**src/icp_pkg.sv**
```systemverilog
package icp_pkg;
    localparam int NUM_SRC  = 14;
    localparam int IDX_W    = 4;
    localparam int DATA_W   = 32;
    localparam int OFF_W    = 8;
    localparam int EN_W     = 8;
    localparam int EN_LOW_W = 7;
    localparam int VEC_W    = 16;
    localparam int EVT_W    = 2;
    localparam int LVL_W    = 2;
    localparam int PIN_NUM  = 2;

    // Register byte offsets on the AHB-Lite bus.
    localparam logic [OFF_W-1:0] OFF_EN_MAIN = 8'h00;
    localparam logic [OFF_W-1:0] OFF_EN_EXT1 = 8'h04;
    localparam logic [OFF_W-1:0] OFF_PRIO    = 8'h08;
    localparam logic [OFF_W-1:0] OFF_PEND    = 8'h0C;
    localparam logic [OFF_W-1:0] OFF_AUTOCLR = 8'h10;
    localparam logic [OFF_W-1:0] OFF_SVC     = 8'h14;
    localparam logic [OFF_W-1:0] OFF_EVT     = 8'h18;
    localparam logic [OFF_W-1:0] OFF_EVT_MSK = 8'h1C;

    localparam int GLOBAL_BIT = 7;
    localparam int EVT_VEC    = 0;
    localparam int EVT_REENT  = 1;
    localparam int LVL_LO     = 0;
    localparam int LVL_HI     = 1;
    localparam int HTRANS_BIT = 1;

    // External pins feed these source positions on a falling edge.
    localparam int PIN_SRC0 = 0;
    localparam int PIN_SRC1 = 2;

    localparam logic [EN_W-1:0]    EN_RST   = 8'h00;
    localparam logic [NUM_SRC-1:0] SRC_ZERO = 14'h0000;
    localparam logic [EVT_W-1:0]   EVT_ZERO = 2'h0;
    localparam logic [LVL_W-1:0]   LVL_ZERO = 2'h0;

    localparam logic [VEC_W-1:0] VEC_BASE  = 16'h0003;
    localparam int               VEC_SHIFT = 3;

    typedef enum logic [1:0] {
        ST_IDLE  = 2'b00,
        ST_OFFER = 2'b01
    } icp_state_type;
endpackage : icp_pkg

```
**src/icp_pin_sync.sv**
```systemverilog
module icp_pin_sync
    import icp_pkg::*;
(
    input  wire logic ref_clk_in,
    input  wire logic resetn_in,
    input  wire logic pin_in,
    output logic      fall_out
);
    logic s1_q;
    logic s2_q;
    logic s3_q;
    logic lvl_q;
    logic lvl_d;

    // A change counts only once the second and third stages agree.
    assign lvl_d = (s2_q == s3_q) ? s3_q : lvl_q;

    always_ff @(posedge ref_clk_in) begin
        if (!resetn_in) begin
            s1_q     <= 1'b1;
            s2_q     <= 1'b1;
            s3_q     <= 1'b1;
            lvl_q    <= 1'b1;
            fall_out <= 1'b0;
        end else begin
            s1_q     <= pin_in;
            s2_q     <= s1_q;
            s3_q     <= s2_q;
            lvl_q    <= lvl_d;
            fall_out <= lvl_q & ~lvl_d;
        end
    end
endmodule : icp_pin_sync

```
**src/icp_pick.sv**
```systemverilog
module icp_pick
    import icp_pkg::*;
(
    input  wire logic [NUM_SRC-1:0] req_in,
    output logic                    found_out,
    output logic [IDX_W-1:0]        idx_out
);
    // Lowest index wins among simultaneous requests.
    function automatic logic [IDX_W-1:0] first_set(
        input logic [NUM_SRC-1:0] v
    );
        logic [IDX_W-1:0] r;
        r = '0;
        for (int i = NUM_SRC - 1; i >= 0; i--) begin
            if (v[i]) begin
                r = IDX_W'(i);
            end
        end
        return r;
    endfunction : first_set

    assign found_out = |req_in;
    assign idx_out   = first_set(req_in);
endmodule : icp_pick

```
**src/icp_ctrl.sv**
```systemverilog
// Overview of operation
// - Fourteen sources, each high or low level.
// - Source condition sets its pending flag.
// - Flags set even when disabled; then ignored.
// - Enabled set flag raises request to CPU.
// - Vector call after current instruction completes.
// - Return resumes the interrupted instruction stream.
// - Each source has its own enable bit.
// - Enables count only while global bit set.
// - Global bit clear blocks every source but a late request.
// - Late request kept if single-cycle follows.
// - Multi-cycle follower drops late request.
// - Some flags hardware-cleared on vector call.
// - Flag left set: re-enter after one instruction.
module icp_ctrl
    import icp_pkg::*;
(
    input  wire logic               ref_clk_in,
    input  wire logic               resetn_in,
    input  wire logic               hsel_in,
    input  wire logic [DATA_W-1:0]  haddr_in,
    input  wire logic [1:0]         htrans_in,
    input  wire logic               hwrite_in,
    input  wire logic [2:0]         hsize_in,
    input  wire logic [DATA_W-1:0]  hwdata_in,
    input  wire logic               hready_in,
    output logic                    hreadyout_out,
    output logic                    hresp_out,
    output logic [DATA_W-1:0]       hrdata_out,
    input  wire logic [NUM_SRC-1:0] src_event_in,
    input  wire logic [PIN_NUM-1:0] ext_pin_in,
    input  wire logic               instr_done_in,
    input  wire logic               instr_multi_in,
    input  wire logic               ret_done_in,
    input  wire logic               vec_ack_in,
    output logic                    irq_req_out,
    output logic                    vec_valid_out,
    output logic [VEC_W-1:0]        vec_addr_out,
    output logic [IDX_W-1:0]        vec_src_out,
    output logic                    irq_out
);
    function automatic logic hit(
        input logic [OFF_W-1:0] a,
        input logic [OFF_W-1:0] off
    );
        return a == off;
    endfunction : hit

    logic [EN_W-1:0]     en_main_q;
    logic [EN_LOW_W-1:0] en_ext1_q;
    logic [NUM_SRC-1:0]  prio_q;
    logic [NUM_SRC-1:0]  autoclr_q;
    logic [NUM_SRC-1:0]  pend_q;
    logic [NUM_SRC-1:0]  pend_d;
    logic [NUM_SRC-1:0]  late_q;
    logic [EVT_W-1:0]    evt_q;
    logic [EVT_W-1:0]    evt_mask_q;
    logic [LVL_W-1:0]    in_svc_q;
    logic                ret_hold_q;
    logic                vec_lvl_q;
    icp_state_type       st_q;
    logic                wr_q;
    logic [OFF_W-1:0]    waddr_q;
    logic [DATA_W-1:0]   hrdata_q;
    logic [VEC_W-1:0]    vec_addr_q;
    logic [IDX_W-1:0]    vec_src_q;

    logic [NUM_SRC-1:0] en_eff;
    logic [NUM_SRC-1:0] live;
    logic [NUM_SRC-1:0] cand;
    logic [NUM_SRC-1:0] src_set;
    logic [NUM_SRC-1:0] sw_clr;
    logic [NUM_SRC-1:0] hw_clr;
    logic [PIN_NUM-1:0] pin_fall;
    logic [OFF_W-1:0]   raddr;
    logic [OFF_W-1:0]   aoff;
    logic               addr_ok;
    logic               rd_take;
    logic               wr_take;
    logic               hi_found;
    logic               lo_found;
    logic [IDX_W-1:0]   hi_idx;
    logic [IDX_W-1:0]   lo_idx;
    logic               boundary;
    logic               take_hi;
    logic               take_lo;
    logic               ack_take;
    logic [EVT_W-1:0]   evt_set;
    logic [EVT_W-1:0]   evt_clr;

    // Bus slave: zero wait states, always OKAY.
    assign hreadyout_out = 1'b1;
    assign hresp_out     = 1'b0;
    assign hrdata_out    = hrdata_q;
    assign aoff    = haddr_in[OFF_W-1:0];
    assign raddr   = aoff;
    assign addr_ok = hsel_in & hready_in & htrans_in[HTRANS_BIT];
    assign rd_take = addr_ok & ~hwrite_in;
    assign wr_take = addr_ok & hwrite_in;

    always_ff @(posedge ref_clk_in) begin
        if (!resetn_in) begin
            wr_q    <= 1'b0;
            waddr_q <= '0;
        end else begin
            wr_q    <= wr_take;
            waddr_q <= aoff;
        end
    end

    always_ff @(posedge ref_clk_in) begin
        if (!resetn_in) begin
            hrdata_q <= '0;
        end else if (rd_take) begin
            case (1'b1)
                hit(raddr, OFF_EN_MAIN): hrdata_q <= DATA_W'(en_main_q);
                hit(raddr, OFF_EN_EXT1): hrdata_q <= DATA_W'(en_ext1_q);
                hit(raddr, OFF_PRIO):    hrdata_q <= DATA_W'(prio_q);
                hit(raddr, OFF_PEND):    hrdata_q <= DATA_W'(pend_q);
                hit(raddr, OFF_AUTOCLR): hrdata_q <= DATA_W'(autoclr_q);
                hit(raddr, OFF_SVC): begin
                    hrdata_q <= DATA_W'({st_q, vec_src_q, in_svc_q});
                end
                hit(raddr, OFF_EVT):     hrdata_q <= DATA_W'(evt_q);
                hit(raddr, OFF_EVT_MSK): hrdata_q <= DATA_W'(evt_mask_q);
                default:                 hrdata_q <= '0;
            endcase
        end
    end

    // Control registers written in the data phase.
    always_ff @(posedge ref_clk_in) begin
        if (!resetn_in) begin
            en_main_q  <= EN_RST;
            en_ext1_q  <= EN_RST[EN_LOW_W-1:0];
            prio_q     <= SRC_ZERO;
            autoclr_q  <= SRC_ZERO;
            evt_mask_q <= EVT_ZERO;
        end else if (wr_q) begin
            if (hit(waddr_q, OFF_EN_MAIN)) begin
                en_main_q <= hwdata_in[EN_W-1:0];
            end
            if (hit(waddr_q, OFF_EN_EXT1)) begin
                en_ext1_q <= hwdata_in[EN_LOW_W-1:0];
            end
            if (hit(waddr_q, OFF_PRIO)) begin
                prio_q <= hwdata_in[NUM_SRC-1:0];
            end
            if (hit(waddr_q, OFF_AUTOCLR)) begin
                autoclr_q <= hwdata_in[NUM_SRC-1:0];
            end
            if (hit(waddr_q, OFF_EVT_MSK)) begin
                evt_mask_q <= hwdata_in[EVT_W-1:0];
            end
        end
    end

    // Individual enables gated by the global bit.
    assign en_eff = en_main_q[GLOBAL_BIT] ?
                    {en_ext1_q, en_main_q[EN_LOW_W-1:0]} :
                    SRC_ZERO;
    assign live        = pend_q & en_eff;
    assign irq_req_out = |live;

    genvar gp;
    generate
        for (gp = 0; gp < PIN_NUM; gp++) begin : g_pin
            icp_pin_sync u_sync (
                .ref_clk_in (ref_clk_in),
                .resetn_in  (resetn_in),
                .pin_in     (ext_pin_in[gp]),
                .fall_out   (pin_fall[gp])
            );
        end
    endgenerate

    always_comb begin
        src_set = src_event_in;
        src_set[PIN_SRC0] = src_event_in[PIN_SRC0] | pin_fall[0];
        src_set[PIN_SRC1] = src_event_in[PIN_SRC1] | pin_fall[1];
    end

    assign sw_clr = (wr_q && hit(waddr_q, OFF_PEND)) ?
                    hwdata_in[NUM_SRC-1:0] : SRC_ZERO;
    assign ack_take = (st_q == ST_OFFER) & vec_ack_in;

    // A new event in the clearing cycle wins over both clears.
    genvar gs;
    generate
        for (gs = 0; gs < NUM_SRC; gs++) begin : g_src
            assign hw_clr[gs] = ack_take & autoclr_q[gs] &
                                (vec_src_q == IDX_W'(gs));
            assign pend_d[gs] = src_set[gs] |
                                (pend_q[gs] & ~sw_clr[gs] &
                                 ~hw_clr[gs]);
        end
    endgenerate

    always_ff @(posedge ref_clk_in) begin
        if (!resetn_in) begin
            pend_q <= SRC_ZERO;
        end else begin
            pend_q <= pend_d;
        end
    end

    // Requests seen during the instruction in progress.
    always_ff @(posedge ref_clk_in) begin
        if (!resetn_in) begin
            late_q <= SRC_ZERO;
        end else if (instr_done_in) begin
            late_q <= SRC_ZERO;
        end else begin
            late_q <= late_q | live;
        end
    end

    // A late request survives only a single-cycle follower.
    assign cand = instr_multi_in ? live :
                  (live | (late_q & pend_q));

    icp_pick u_pick_hi (
        .req_in    (cand & prio_q),
        .found_out (hi_found),
        .idx_out   (hi_idx)
    );

    icp_pick u_pick_lo (
        .req_in    (cand & ~prio_q),
        .found_out (lo_found),
        .idx_out   (lo_idx)
    );

    // A return's own boundary never vectors; the next one may.
    assign boundary = instr_done_in & ~ret_done_in &
                      (st_q == ST_IDLE);
    assign take_hi  = boundary & hi_found & ~in_svc_q[LVL_HI];
    assign take_lo  = boundary & ~take_hi & lo_found &
                      (in_svc_q == LVL_ZERO);

    always_ff @(posedge ref_clk_in) begin
        if (!resetn_in) begin
            ret_hold_q <= 1'b0;
        end else if (ret_done_in) begin
            ret_hold_q <= 1'b1;
        end else if (instr_done_in) begin
            ret_hold_q <= 1'b0;
        end
    end

    always_ff @(posedge ref_clk_in) begin
        if (!resetn_in) begin
            st_q       <= ST_IDLE;
            vec_src_q  <= '0;
            vec_addr_q <= '0;
            vec_lvl_q  <= 1'b0;
        end else begin
            case (st_q)
                ST_IDLE: begin
                    if (take_hi || take_lo) begin
                        st_q       <= ST_OFFER;
                        vec_src_q  <= take_hi ? hi_idx : lo_idx;
                        vec_lvl_q  <= take_hi;
                        vec_addr_q <= VEC_BASE + (VEC_W'(take_hi ?
                                      hi_idx : lo_idx) << VEC_SHIFT);
                    end
                end
                ST_OFFER: begin
                    if (vec_ack_in) begin
                        st_q <= ST_IDLE;
                    end
                end
                default: st_q <= ST_IDLE;
            endcase
        end
    end

    assign vec_valid_out = (st_q == ST_OFFER);
    assign vec_addr_out  = vec_addr_q;
    assign vec_src_out   = vec_src_q;

    // Service nesting: the return pops the highest active level.
    always_ff @(posedge ref_clk_in) begin
        if (!resetn_in) begin
            in_svc_q <= LVL_ZERO;
        end else if (ack_take) begin
            in_svc_q[vec_lvl_q] <= 1'b1;
        end else if (ret_done_in) begin
            if (in_svc_q[LVL_HI]) begin
                in_svc_q[LVL_HI] <= 1'b0;
            end else begin
                in_svc_q[LVL_LO] <= 1'b0;
            end
        end
    end

    // Block events: vector taken, return with a flag still set.
    always_comb begin
        evt_set = EVT_ZERO;
        evt_set[EVT_VEC]   = ack_take;
        evt_set[EVT_REENT] = ret_done_in & (|live);
    end
    assign evt_clr = (wr_q && hit(waddr_q, OFF_EVT)) ?
                     hwdata_in[EVT_W-1:0] : EVT_ZERO;

    always_ff @(posedge ref_clk_in) begin
        if (!resetn_in) begin
            evt_q <= EVT_ZERO;
        end else begin
            evt_q <= evt_set | (evt_q & ~evt_clr);
        end
    end

    assign irq_out = |(evt_q & evt_mask_q);
endmodule : icp_ctrl

```
**config.mk**
```make
export PLATFORM = sky130hd
export DESIGN_NAME = icp_ctrl
export DESIGN_NICKNAME = d
export VERILOG_FILES = /design/src/icp_pkg.sv /design/src/icp_pin_sync.sv /design/src/icp_pick.sv /design/src/icp_ctrl.sv
export SDC_FILE = /design/constraint.sdc
export NUM_CORES = 1
export LEC_CHECK = 0
export BUFFER_PORTS_ARGS = -buffer_cell sky130_fd_sc_hd__buf_2
export CORE_MARGIN = 2
export CORE_UTILIZATION = 45
export CTS_BUF_LIST = sky130_fd_sc_hd__clkbuf_16
export CTS_CLUSTER_SIZE = 16
export DETAILED_ROUTE_END_ITERATION = 16
export PLACE_DENSITY = 0.83
export SLEW_MARGIN = 10
export SYNTH_ARGS = -nofsm -noshare
export SYNTH_HDL_FRONTEND = slang
export SYNTH_SLANG_ARGS = --single-unit
```
**constraint.sdc**
```tcl
create_clock -name ref_clk_in -period 2.4 [get_ports ref_clk_in]
set_clock_uncertainty 0.2 [all_clocks]
set_input_delay 0.72 -clock ref_clk_in [delete_from_list [all_inputs] [get_ports ref_clk_in]]
set_output_delay 0.72 -clock ref_clk_in [all_outputs]
set_load 0.005 [all_outputs]
```
---- Word-level counts from Yosys, hierarchy flattened ----
Index checks and enable logic that the tools add are counted.
word-level totals
  word-level logic and storage cells ...... 271
  output and inout bits ................... 57
  input bits .............................. 94
  bits in registers ....................... 151
operators by class
  eq/ne operators ......................... 32
  reduce and logical (&&, ||, !) cells .... 23
  add/sub/neg operators ................... 1
  bitwise logic cells ..................... 134
  $lt $le $gt $ge ......................... 2
  multiplexer cells ....................... 52
operator list
  operator               number
  $mux W4                30
  $mux W14               7
  $and A1 B1 Y1          71
  $and A14 B14 Y14       4
  $eq A8 B5 Y1 const B   7
  $reduce_or A14 Y1      3
  $not A1 Y1             35
  $eq A8 B4 Y1 const B   4
  $mux W32               1
  $or A14 B14 Y14        2
  $eq A4 B4 Y1 const B   6
  $eq A4 B3 Y1 const B   4
  $eq A8 B3 Y1 const B   2
  $logic_not A8 Y1       2
  $or A1 B1 Y1           16
  $reduce_and A2 Y1      8
  $mux W2                7
  $not A14 Y14           1
  $add A2 B7 Y8 const A  1
  $eq A4 B2 Y1 const B   2
  $mux W8                1
  $and A2 B2 Y2          2
  $eq A4 B1 Y1 const B   1
  $logic_not A2 Y1       2
  16 further kinds       25

---- Longest topological paths before layout ----
Gate-level depths: netlist of the first run.
  depth in word-level cells ............... 21
  depth in mapped cells ................... 8
  mapped depth without buffers ............ 7

---- Cells and area by module ----
A second synthesis of the first run with hierarchy kept.
second synthesis, totals
  cells, all modules ...................... 683
  area total of the unflattened synthesis .. 6008.3 sq um
modules (own cells, without submodules)
  module        instances  sequential area each (sq um)  area each (sq um)  cells each
  icp_ctrl      1          2142.1                        5405.2             609
  icp_pin_sync  2          100.1                         152.6              12
  icp_pick      2          0.0                           148.9              25

---- Worst setup path after synthesis of the first run ----
No wires, ideal clock.
  kind .................................... input-to-reg
  start ................................... input instr_multi_in
  end ..................................... register vec_src_q[1], in the netlist vec_src_out[1]
  arrival time ............................ 2.119 ns
  required time ........................... 2.078 ns
  setup slack ............................. -0.041 ns
  cell stages on the path ................. 7
  path buffers ............................ 1
  setup time .............................. 0.122 ns
  cell sequence ........................... buf_4 -> nand2b_1 -> a21oi_1 -> and4bb_1 -> nand4_1 -> a32oi_2 -> o311a_1
between the ends
  longest elaborated chain between the ends .. 16
  elaborated cells between the ends (all ways) .. 40
  those cells by class .................... mux (28); bitwise (8); reduce/logical (4)
ends and longest elaborated chain
  element                              RTL line                          RTL
  start, declared                      icp_ctrl.sv:33                    input wire logic instr_multi_in,
  $mux W14 *                           icp_ctrl.sv:219                   assign cand = instr_multi_in ? live :
  $and A14 B14 Y14 (on tied branches)  icp_ctrl.sv:229, icp_ctrl.sv:223
  $mux W4 (13 in series)               icp_pick.sv:15                    if (v[i]) begin
  $mux W4                              icp_ctrl.sv:262                   vec_src_q <= take_hi ? hi_idx : lo_idx;
  end signal, assigned                 icp_ctrl.sv:262
  end, declared                        icp_ctrl.sv:66                    logic [IDX_W-1:0] vec_src_q;
Every way passes the cells marked *; elsewhere a longest branch is shown, timed or not.
A chain may end at the register's enable or synchronous reset.

---- Final worst setup path of the first run ----
  start ................................... register en_ext1_q[1]
  end ..................................... output irq_req_out
between the ends
  longest elaborated chain between the ends .. 3
ends and longest elaborated chain
  element                 RTL line         RTL
  start, declared         icp_ctrl.sv:50   logic [EN_LOW_W-1:0] en_ext1_q;
  start signal, assigned  icp_ctrl.sv:135  en_ext1_q <= EN_RST[EN_LOW_W-1:0];
  start signal, assigned  icp_ctrl.sv:144  en_ext1_q <= hwdata_in[EN_LOW_W-1:0];
  $mux W14                icp_ctrl.sv:159  assign en_eff = en_main_q[GLOBAL_BIT] ?
  $and A14 B14 Y14        icp_ctrl.sv:162  assign live = pend_q & en_eff;
  $reduce_or A14 Y1       icp_ctrl.sv:163  assign irq_req_out = |live;
  end, declared           icp_ctrl.sv:36   output logic irq_req_out,
No other way between the ends.

==> reports/metrics.yaml, run 1 <==
outcome: "complete, but fails checks"
violations: "setup timing"
antenna_found_initial: 0
setup_viol_count_final: 1
hold_viol: 0
p_total_mw: 4.55
drt_first_iter_violations: 563
ys.flop_type: "dfxtp_1"
slew_headroom_pct: 56.9
post-route-period-util_pct: 101
cellPowerDensity_mw_per_mm2: 609
die_area_mm2: 0.0142
drt-vias-per-instance: 5.76
wl_met2_um: 8270
first_pass_iters: 6
cp.arrival_ps: 1500
crit_required_ps: 1480
dpl-instance-area_mm2: 0.00681
vias: 5884
reg2reg_depth: 8
reg2reg_slack_ps: 30
fin_util_pct: 57.1
leakagePower_nw: 3.00
finalWirelength_um: 18100
min_path_cells: 1
top_layer: "met4"
cts_hold_buf: 0
boundaryPins: 151
dr_wl_met3_um: 1910
maxCapViolations: 0
nFillCells: 1095
fin_area_mm2: 0.00747
port_buffers: 74
antenna_left: 0
antenna_cells: 0
die_width_um: 119
hpwlAfterDp_um: 12800
start_util_pct: 45.5
clockBufferDepth: 2
holdCritStartpoint: "g_pin[1].u_sync.s1_q"
post_drt_wl_per_cell_um: 17.7
cts_tree: "done"
max_freq_mhz: 414
period_minus_slack_ps: 2420
worstMarginPinSlew_ps: 644
place_congestion: 0.969
drv_slew: 0
worstPathMaxFanout: 5
max_stage_delay_ps: 390
cts.sinks: 117
grt_use_total_pct: 25.2
area_delta_synth_final_pct: 25.4
ctsRootBufferMaster: "clkbuf_16"
rsz0062_at_grt: "yes"
yosysUniqueCellTypes: 63
synthCells: 714
peakVddDrop_uv: 602
hold_path_end: "g_pin[1].u_sync.s2_q"
core-area_mm2: 0.0131
path_clk_slew_ps: 50
finalWorstSetupSlack_ps: -17.6
clk_latency_ps: 420
placed_cells: 985
cts_buffers: 17
crit_path_top_delay_cell: "dfxtp_1"
syn_area_per_cell_um2: 8.34
drive_above_1_share_pct: 24.9
synth-edff-count: 0
holdWs_ps: 227
end_kind: "output port"
worst_setup_path_start_kind: "flop"
crit_type: "reg2out"
grt_pass1_vias: 5608
htree_levels: 4
ys_seq_area_share_pct: 39.4
preCtsSetupSlack_ps: -363
yosysWarningCount: 0
fin_cells: 1022
drc: 0
hp-class: "reg2reg"
overflow: 0
fin_setup_tns_ps: -17.6
r2r-start: "en_main_q[7]"
rows: 42
wl_met1_um: 7190
cp_cell_sequence: "a22oi_1, nand4_1, o21a_1, buf_2"
final_nets: 928
grt_first_pass_wirelength_um: 28100
ys_seq_elements: 117
die_h_um: 119
syn_area_mm2: 0.00595
reg2reg_to: "vec_src_out[0]"
grt_max_degree: 80
synthArstFlopShare_pct: 0
[power by group]
group,switching [mW],leakage (nW),internal (mW)
Combinational,0.154,1.78,0.102
Sequential,0.0463,0.955,1.98
Clock,0.881,0.263,1.38
Total,1.08,3.00,3.46
[critical path: cells and delay by family, from the launching register on]
kind / cells / cell delay, ps
compound gates: 2 / 420
flops: 1 / 390
simple gates: 1 / 130
buf+inv: 1 / 140
[cells in the mapped netlist, types with 3 or more instances]
cell type,number,area [um^2]
nand4_1,8,50.1
nor2_1,117,439
a211oi_1,3,22.5
and3_1,3,18.8
and2_1,13,81.3
a31oi_1,17,106
a21oi_1,50,250
dfxtp_1,117,2340
buf_1,3,11.3
nor2b_1,8,50.1
o21ai_0,30,150
buf_2,4,20.0
nor4_1,3,18.8
mux2i_1,58,581
buf_4,38,285
a22oi_1,17,128
inv_1,8,30.0
o311a_1,3,30.0
a211o_1,8,70.1
o211ai_1,16,120
nor3_1,6,30.0
nand2b_1,27,169
nand3_1,11,55.1
nand2_1,72,270
clkbuf_1,22,82.6
[cell families after synthesis]
kind of cell	Yosys count	synth area share, %
flip-flops	117	39.4
AO/OA/AOI/OAI	169	18.4
buffers and inverters	78	7.74
other	2	0.126
AND/OR/NAND/NOR	288	24.2
multiplexers	60	10.1
[area by class of cell]
cell class | count | area (um^2) | area share (%)
clock buffers | 17 | 425 | 5.70
repair buffers | 141 | 975 | 13.1
well taps | 176 | 220 | 2.95
clock inverters | 14 | 97.6 | 1.31
multi-input cells | 548 | 3360 | 45.0
flip-flops and latches | 117 | 2350 | 31.5
inverters | 9 | 33.8 | 0.452
[worst max path at each step]
stage	from	end	slack [ps]
4_1_cts	en_ext1_q[4]	irq_req_out	-20
6_report	en_ext1_q[1]	irq_req_out	-20
2_1_floorplan	instr_multi_in	vec_src_out[1]	-20
3_5_place_dp	instr_multi_in	vec_src_out[2]	-360
3_3_place_gp	instr_multi_in	vec_src_out[0]	-340
5_1_grt	en_ext1_q[3]	irq_req_out	-60
[layer usage]
layer | vias to the layer above | global-route usage (%)
met5 | - | 0
met4 | 0 | 12.8
met3 | 80 | 6.42
met2 | 367 | 40.3
met1 | 2731 | 31.5
li1 | 2706 | -
[repair_timing]
| item | CTS | global route |
|---|---|---|
| cloned | 0 | 1 |
| setup buffers | 1 | 4 |
| gates resized for setup | 10 | 14 |
| pin swaps | 4 | 8 |
| endpoints found under the setup margin | 4 | 8 |
[cells in the final DEF, fill, tap and decap left out, types with 5 or more instances in the layout]
cell type and instances:
a211o_1 8, a21oi_1 47, a22oi_1 12, a22oi_2 5
a31oi_1 17, and2_1 12, buf_12 7, buf_2 73
buf_4 57, clkbuf_16 17, clkinv_2 5, conb_1 30
dfxtp_1 109, dfxtp_2 7, inv_1 10, mux2i_1 58
nand2_1 70, nand2b_1 27, nand3_1 11, nand4_1 8
nor2_1 117, nor2b_1 8, nor3_1 6, o211ai_1 16
o21ai_0 30
[sequential cells by signal, indices dropped and copies added (netlist names)]
register	flops
autoclr_q	14
hrdata_out	14
late_q	14
pend_q	14
prio_q	14
en_main_q	8
waddr_q	8
en_ext1_q	7
vec_src_out	4
evt_mask_q	2
evt_q	2
g_pin.u_sync.fall_out	2
g_pin.u_sync.lvl_q	2
g_pin.u_sync.s1_q	2
g_pin.u_sync.s2_q	2
g_pin.u_sync.s3_q	2
in_svc_q	2
st_q	1
vec_addr_out	1
vec_lvl_q	1
wr_q	1
(Power assumes the default switching activity.)
==> inputs of run 2 (changes only) <==
--- a/config.mk
+++ b/config.mk
@@ -6,12 +6,14 @@
 export NUM_CORES = 1
 export LEC_CHECK = 0
 export BUFFER_PORTS_ARGS = -buffer_cell sky130_fd_sc_hd__buf_2
+export CELL_PAD_IN_SITES_DETAIL_PLACEMENT = 0
+export CELL_PAD_IN_SITES_GLOBAL_PLACEMENT = 2
 export CORE_MARGIN = 2
-export CORE_UTILIZATION = 45
+export CORE_UTILIZATION = 28
 export CTS_BUF_LIST = sky130_fd_sc_hd__clkbuf_16
 export CTS_CLUSTER_SIZE = 16
 export DETAILED_ROUTE_END_ITERATION = 16
-export PLACE_DENSITY = 0.83
+export PLACE_DENSITY = 0.88
 export SLEW_MARGIN = 10
 export SYNTH_ARGS = -nofsm -noshare
 export SYNTH_HDL_FRONTEND = slang
==> run 2 against run 1 <==
Net effect:
- the run still ends with setup timing left
- largest power group unchanged
- critical path depth unchanged
- combinational power increased by 7%
- critical path type unchanged
- sequential power about the same
- final area increased by 3.4%
- die area increased by 58%
- global-route usage decreased by 6.9 points
==> reports/metrics.yaml, run 2 (synthesis gave the netlist of run 1 again) <==
antenna_cells: 0  # unchanged
first_pass_iters: 5  # -1
path_clk_slew_ps: 60  # about the same
grt_use_total_pct: 18.3  # -6.9 points
port_buffers: 74  # unchanged
drive_above_1_share_pct: 26.8  # +1.9 points
die_h_um: 150  # +26%
drt-vias-per-instance: 4.95  # -14%
max_freq_mhz: 406  # -1.8%
outcome: "complete, but fails checks"
cellPowerDensity_mw_per_mm2: 630  # +3.5%
cts_buffers: 17  # unchanged
worstMarginPinSlew_ps: 599  # -45.8 ps
maxCapViolations: 0  # unchanged
cp.arrival_ps: 1540  # +40 ps
post_drt_wl_per_cell_um: 17.5  # -1.6%
final_nets: 940  # +1.3%
rsz0062_at_grt: "yes"
end_kind: "output port"
period_minus_slack_ps: 2460  # +44.8 ps
drt_first_iter_violations: 465  # -17%
hp-class: "reg2reg"
rows: 53  # +26%
finalWirelength_um: 19800  # +9.1%
finalWorstSetupSlack_ps: -62.4  # -44.8 ps
ctsRootBufferMaster: "clkbuf_16"
cts_tree: "done"
drc: 0  # unchanged
boundaryPins: 151  # unchanged
worst_setup_path_start_kind: "flop"
worstPathMaxFanout: 5  # unchanged
crit_type: "reg2out"
area_delta_synth_final_pct: 29.7
cts_hold_buf: 0  # unchanged
grt_pass1_vias: 5561  # -0.84%
die_area_mm2: 0.0224  # +58%
htree_levels: 4  # unchanged
fin_setup_tns_ps: -62.4  # -44.8 ps
setup_viol_count_final: 1  # unchanged
antenna_found_initial: 0  # unchanged
place_congestion: 0.949  # -2.1%
antenna_left: 0  # unchanged
peakVddDrop_uv: 442  # -27%
crit_required_ps: 1480  # about the same
vias: 5610  # -4.7%
clk_latency_ps: 430  # about the same
grt_first_pass_wirelength_um: 30700  # +9.4%
overflow: 0  # unchanged
fin_area_mm2: 0.00772  # +3.4%
violations: "setup timing"
dpl-instance-area_mm2: 0.00703  # +3.2%
grt_max_degree: 41  # -49%
die_width_um: 150  # +26%
leakagePower_nw: 3.06  # +1.9%
clockBufferDepth: 2  # unchanged
hold_viol: 0  # unchanged
post-route-period-util_pct: 103  # +1.9 points
core-area_mm2: 0.0210  # +60%
hpwlAfterDp_um: 14600  # +15%
drv_slew: 0  # unchanged
cts.sinks: 117  # unchanged
final_common_cell: "nor2_1"
final_cell_mix: "nor2_1 (116), dfxtp_1 (103), buf_2 (73), buf_4 (73), nand2_1 (71)"
start_util_pct: 28.4  # -17 points
slew_headroom_pct: 60.0  # +3.2 points
## run 2: where the power goes
part / internal (mW) / switching [mW] / total [mW]
Sequential: 1.98 / 0.0433 / 2.02
Combinational: 0.111 / 0.164 / 0.275
Clock: 1.61 / 0.951 / 2.57
Total: 3.70 / 1.16 / 4.86
## run 2: path summary, 6_finish.rpt
path | start | to | slack [ps] | cells past startpoint
worst min register to register | g_pin[0].u_sync.s1_q | g_pin[0].u_sync.s2_q | 210 | 1
worst max-delay path | pend_q[5] | irq_req_out | -60 | 4
worst min-delay path | g_pin[0].u_sync.s1_q | g_pin[0].u_sync.s2_q | 210 | 1
worst max register to register | en_main_q[7] | vec_src_out[0] | 110 | 8
## run 2: timing repair
item	CTS	global route
setup endpoints to repair	6	7
setup buffers	2	1
gates cloned	1	0
pin swaps	6	6
resized for setup	15	14
## run 2: worst max-delay path: stages, from the launching register on
cell,delay (ps)
dfxtp_4,370
a22oi_2,260
nand3_1,120
o21a_1,220
buf_2,140
## run 2: layer usage
metal  part of all wire (%)  global-route usage (%)  up-vias
li1                       -                       -     2730
met3                    5.4                    3.57       28
met2                     45                    28.8      186
met4                    2.0                    7.36        0
met5                      0                       0        -
met1                     47                    24.6     2666
## run 2: final cells by class
cell class | count | area, um^2
fill | 2207 | 13200
multi-input combinational | 548 | 3350
sequential | 117 | 2360
timing repair buffer | 153 | 1040
clock buffer | 17 | 425
tap | 275 | 344
clock inverter | 14 | 161
inverter | 9 | 33.8
## run 2: stage by stage
stage	setup slack, ps	std cells	power (mW)	util (%)	hold slack (ps)
3_5_place_dp	-502	1100	2.33	33.5	196
2_1_floorplan	-19.2	742	2.22	-	186
3_3_place_gp	-476	1100	2.33	33.5	190
6_report	-62.4	1133	4.86	36.8	208
4_1_cts	-60.2	1133	4.89	36.6	210
5_1_grt	-68.0	1133	5.03	36.8	248
==> inputs of run 3 (changes only) <==
--- a/config.mk
+++ b/config.mk
@@ -13,8 +13,9 @@
 export CTS_BUF_LIST = sky130_fd_sc_hd__clkbuf_16
 export CTS_CLUSTER_SIZE = 16
 export DETAILED_ROUTE_END_ITERATION = 16
-export PLACE_DENSITY = 0.88
+export PLACE_DENSITY_LB_ADDON = 0.1
 export SLEW_MARGIN = 10
 export SYNTH_ARGS = -nofsm -noshare
 export SYNTH_HDL_FRONTEND = slang
 export SYNTH_SLANG_ARGS = --single-unit
+export TNS_END_PERCENT = 20
==> run 3 against run 2 <==
Net effect:
- the run still ends with setup timing left
- fmax is 1.1% lower
- die area did not move
- global-route usage increased by 1.3 points
==> reports/metrics.yaml, run 3 (synthesis gave the netlist of run 1 again) <==
antenna_left: 0  # unchanged
reg2reg_slack_ps: 100  # about the same
worstMarginPinSlew_ps: 569  # -29.6 ps
worst_setup_path_start_kind: "flop"
max_freq_mhz: 402  # -1.1%
min_path_cells: 1  # unchanged
hold_viol: 0  # unchanged
port_buffers: 74  # unchanged
overflow: 0  # unchanged
path_buf_inv: 1  # unchanged
crit_cells: 4  # unchanged
rsz0062_at_grt: "yes"
drt-vias-per-instance: 4.84  # -2.3%
r2r-start: "en_main_q[7]"
maxCapViolations: 0  # unchanged
final_cell_mix: "nor2_1 (117), dfxtp_1 (111), buf_4 (83), buf_2 (73), nand2_1 (71)"
clk_latency_ps: 420  # about the same
cts_tree: "done"
final_common_cell: "nor2_1"
hpwlAfterDp_um: 16200  # +11%
finalWirelength_um: 21400  # +8.1%
drt_first_iter_violations: 322  # -31%
boundaryPins: 151  # unchanged
grt_use_total_pct: 19.6  # +1.3 points
end_kind: "output port"
outcome: "complete, but fails checks"
grt_pass1_vias: 5394  # -3.0%
fin_util_pct: 37.3  # +0.45 points
core-area_mm2: 0.0210  # unchanged
regArea_mm2: 0.00235  # -0.42%
first_pass_iters: 5  # unchanged
drive_above_1_share_pct: 26.8  # +0.037 points
reg2reg_to: "vec_src_out[0]"
cts_hold_buf: 0  # unchanged
finalWorstSetupSlack_ps: -88.9  # -26.5 ps
top_layer: "met4"
antenna_found_initial: 1  # +1
post_drt_wl_per_cell_um: 18.7  # +7.0%
leakagePower_nw: 3.13  # +2.5%
fin_cells: 1144  # +0.97%
crit_required_ps: 1480  # about the same
crit_path_top_delay_cell: "dfxtp_2"
wl_met2_um: 10100  # +12%
cts_buffers: 17  # unchanged
rows: 53  # unchanged
final_nets: 949  # +0.96%
grt_max_degree: 80  # +95%
period_minus_slack_ps: 2490  # +26.5 ps
htree_levels: 4  # unchanged
nFillCells: 2199  # -0.36%
die_width_um: 150  # unchanged
vias: 5537  # -1.3%
slew_headroom_pct: 62.0  # +2.0 points
die_area_mm2: 0.0224  # unchanged
crit_type: "reg2out"
reg2reg_depth: 7  # -1
cp_cell_sequence: "a22oi_2, nand3_1, o21a_1, buf_2"
holdCritStartpoint: "g_pin[0].u_sync.s1_q"
placed_cells: 1110  # +0.91%
multi_input_area_mm2: 0.00333  # -0.67%
drc: 0  # unchanged
hold_path_end: "g_pin[0].u_sync.s2_q"
clockBufferDepth: 2  # unchanged
worstPathMaxFanout: 2  # -3
hp-class: "reg2reg"
max_stage_delay_ps: 320  # -50 ps
cpLargestDelayFamily: "compound AO/OA/AOI/OAI gates"
setup_viol_count_final: 1  # unchanged
ctsRootBufferMaster: "clkbuf_16"
place_congestion: 0.827  # -13%
post-route-period-util_pct: 104  # +1.1 points
cts.sinks: 117  # unchanged
start_util_pct: 28.4  # unchanged
area_delta_synth_final_pct: 31.2
dr_wl_met3_um: 811  # -24%
drv_slew: 0  # unchanged
die_h_um: 150  # unchanged
cellPowerDensity_mw_per_mm2: 645  # +2.4%
wl_met1_um: 10100  # +7.7%
grt_first_pass_wirelength_um: 32400  # +5.5%
violations: "setup timing"
path_clk_slew_ps: 60  # about the same
peakVddDrop_uv: 400  # -9.5%
cp.arrival_ps: 1570  # +30 ps
[run 3: worst max-delay path by stage]
stage | endpoint | startpoint
floorplan | vec_src_out[1] | instr_multi_in
global placement | vec_src_out[0] | instr_multi_in
detailed placement | vec_addr_out[1] | instr_multi_in
CTS | irq_req_out | pend_q[5]
global route | irq_req_out | pend_q[5]
finish | irq_req_out | pend_q[5]
[run 3: timing repair]
| action | 4_1_cts | 5_1_grt |
|---|---|---|
| setup buffers | 1 | 0 |
| resized for setup | 8 | 11 |
| pin swaps | 3 | 2 |
| setup endpoints to repair | 6 | 6 |
[run 3: through the flow]
stage / hold WS, ps / setup slack (ps) / total power [mW] / setup TNS, ps / area [um^2]
3_5_place_dp: 195 / -507 / 2.33 / -4210 / 7110
3_3_place_gp: 191 / -480 / 2.33 / -4040 / 7110
5_1_grt: 253 / -145 / 5.22 / -179 / 7810
6_report: 209 / -88.9 / 5.04 / -88.9 / 7810
2_1_floorplan: 186 / -19.2 / 2.22 / -69.0 / 6100
4_1_cts: 213 / -101 / 5.09 / -101 / 7770
[run 3: final cells by class]
class | count | area share (%)
clock buffers | 17 | 5.45
flip-flops and latches | 117 | 30.1
repair buffers | 163 | 14.3
diodes | 1 | 0.0320
well taps | 275 | 4.40
inverters | 9 | 0.432
multi-input cells | 547 | 42.6
clock inverters | 15 | 2.63
[run 3: metal layers]
layer	track usage, %	vias up
met5	0	-
met4	6.89	0
met3	3.93	25
met2	32.7	126
met1	25.2	2640
li1	-	2746
[run 3: power by group]
group,internal [mW],total (mW),switching (mW)
logic,0.112,0.275,0.163
registers,1.98,2.02,0.0435
clock network,1.74,2.74,1.00
total,3.83,5.04,1.21
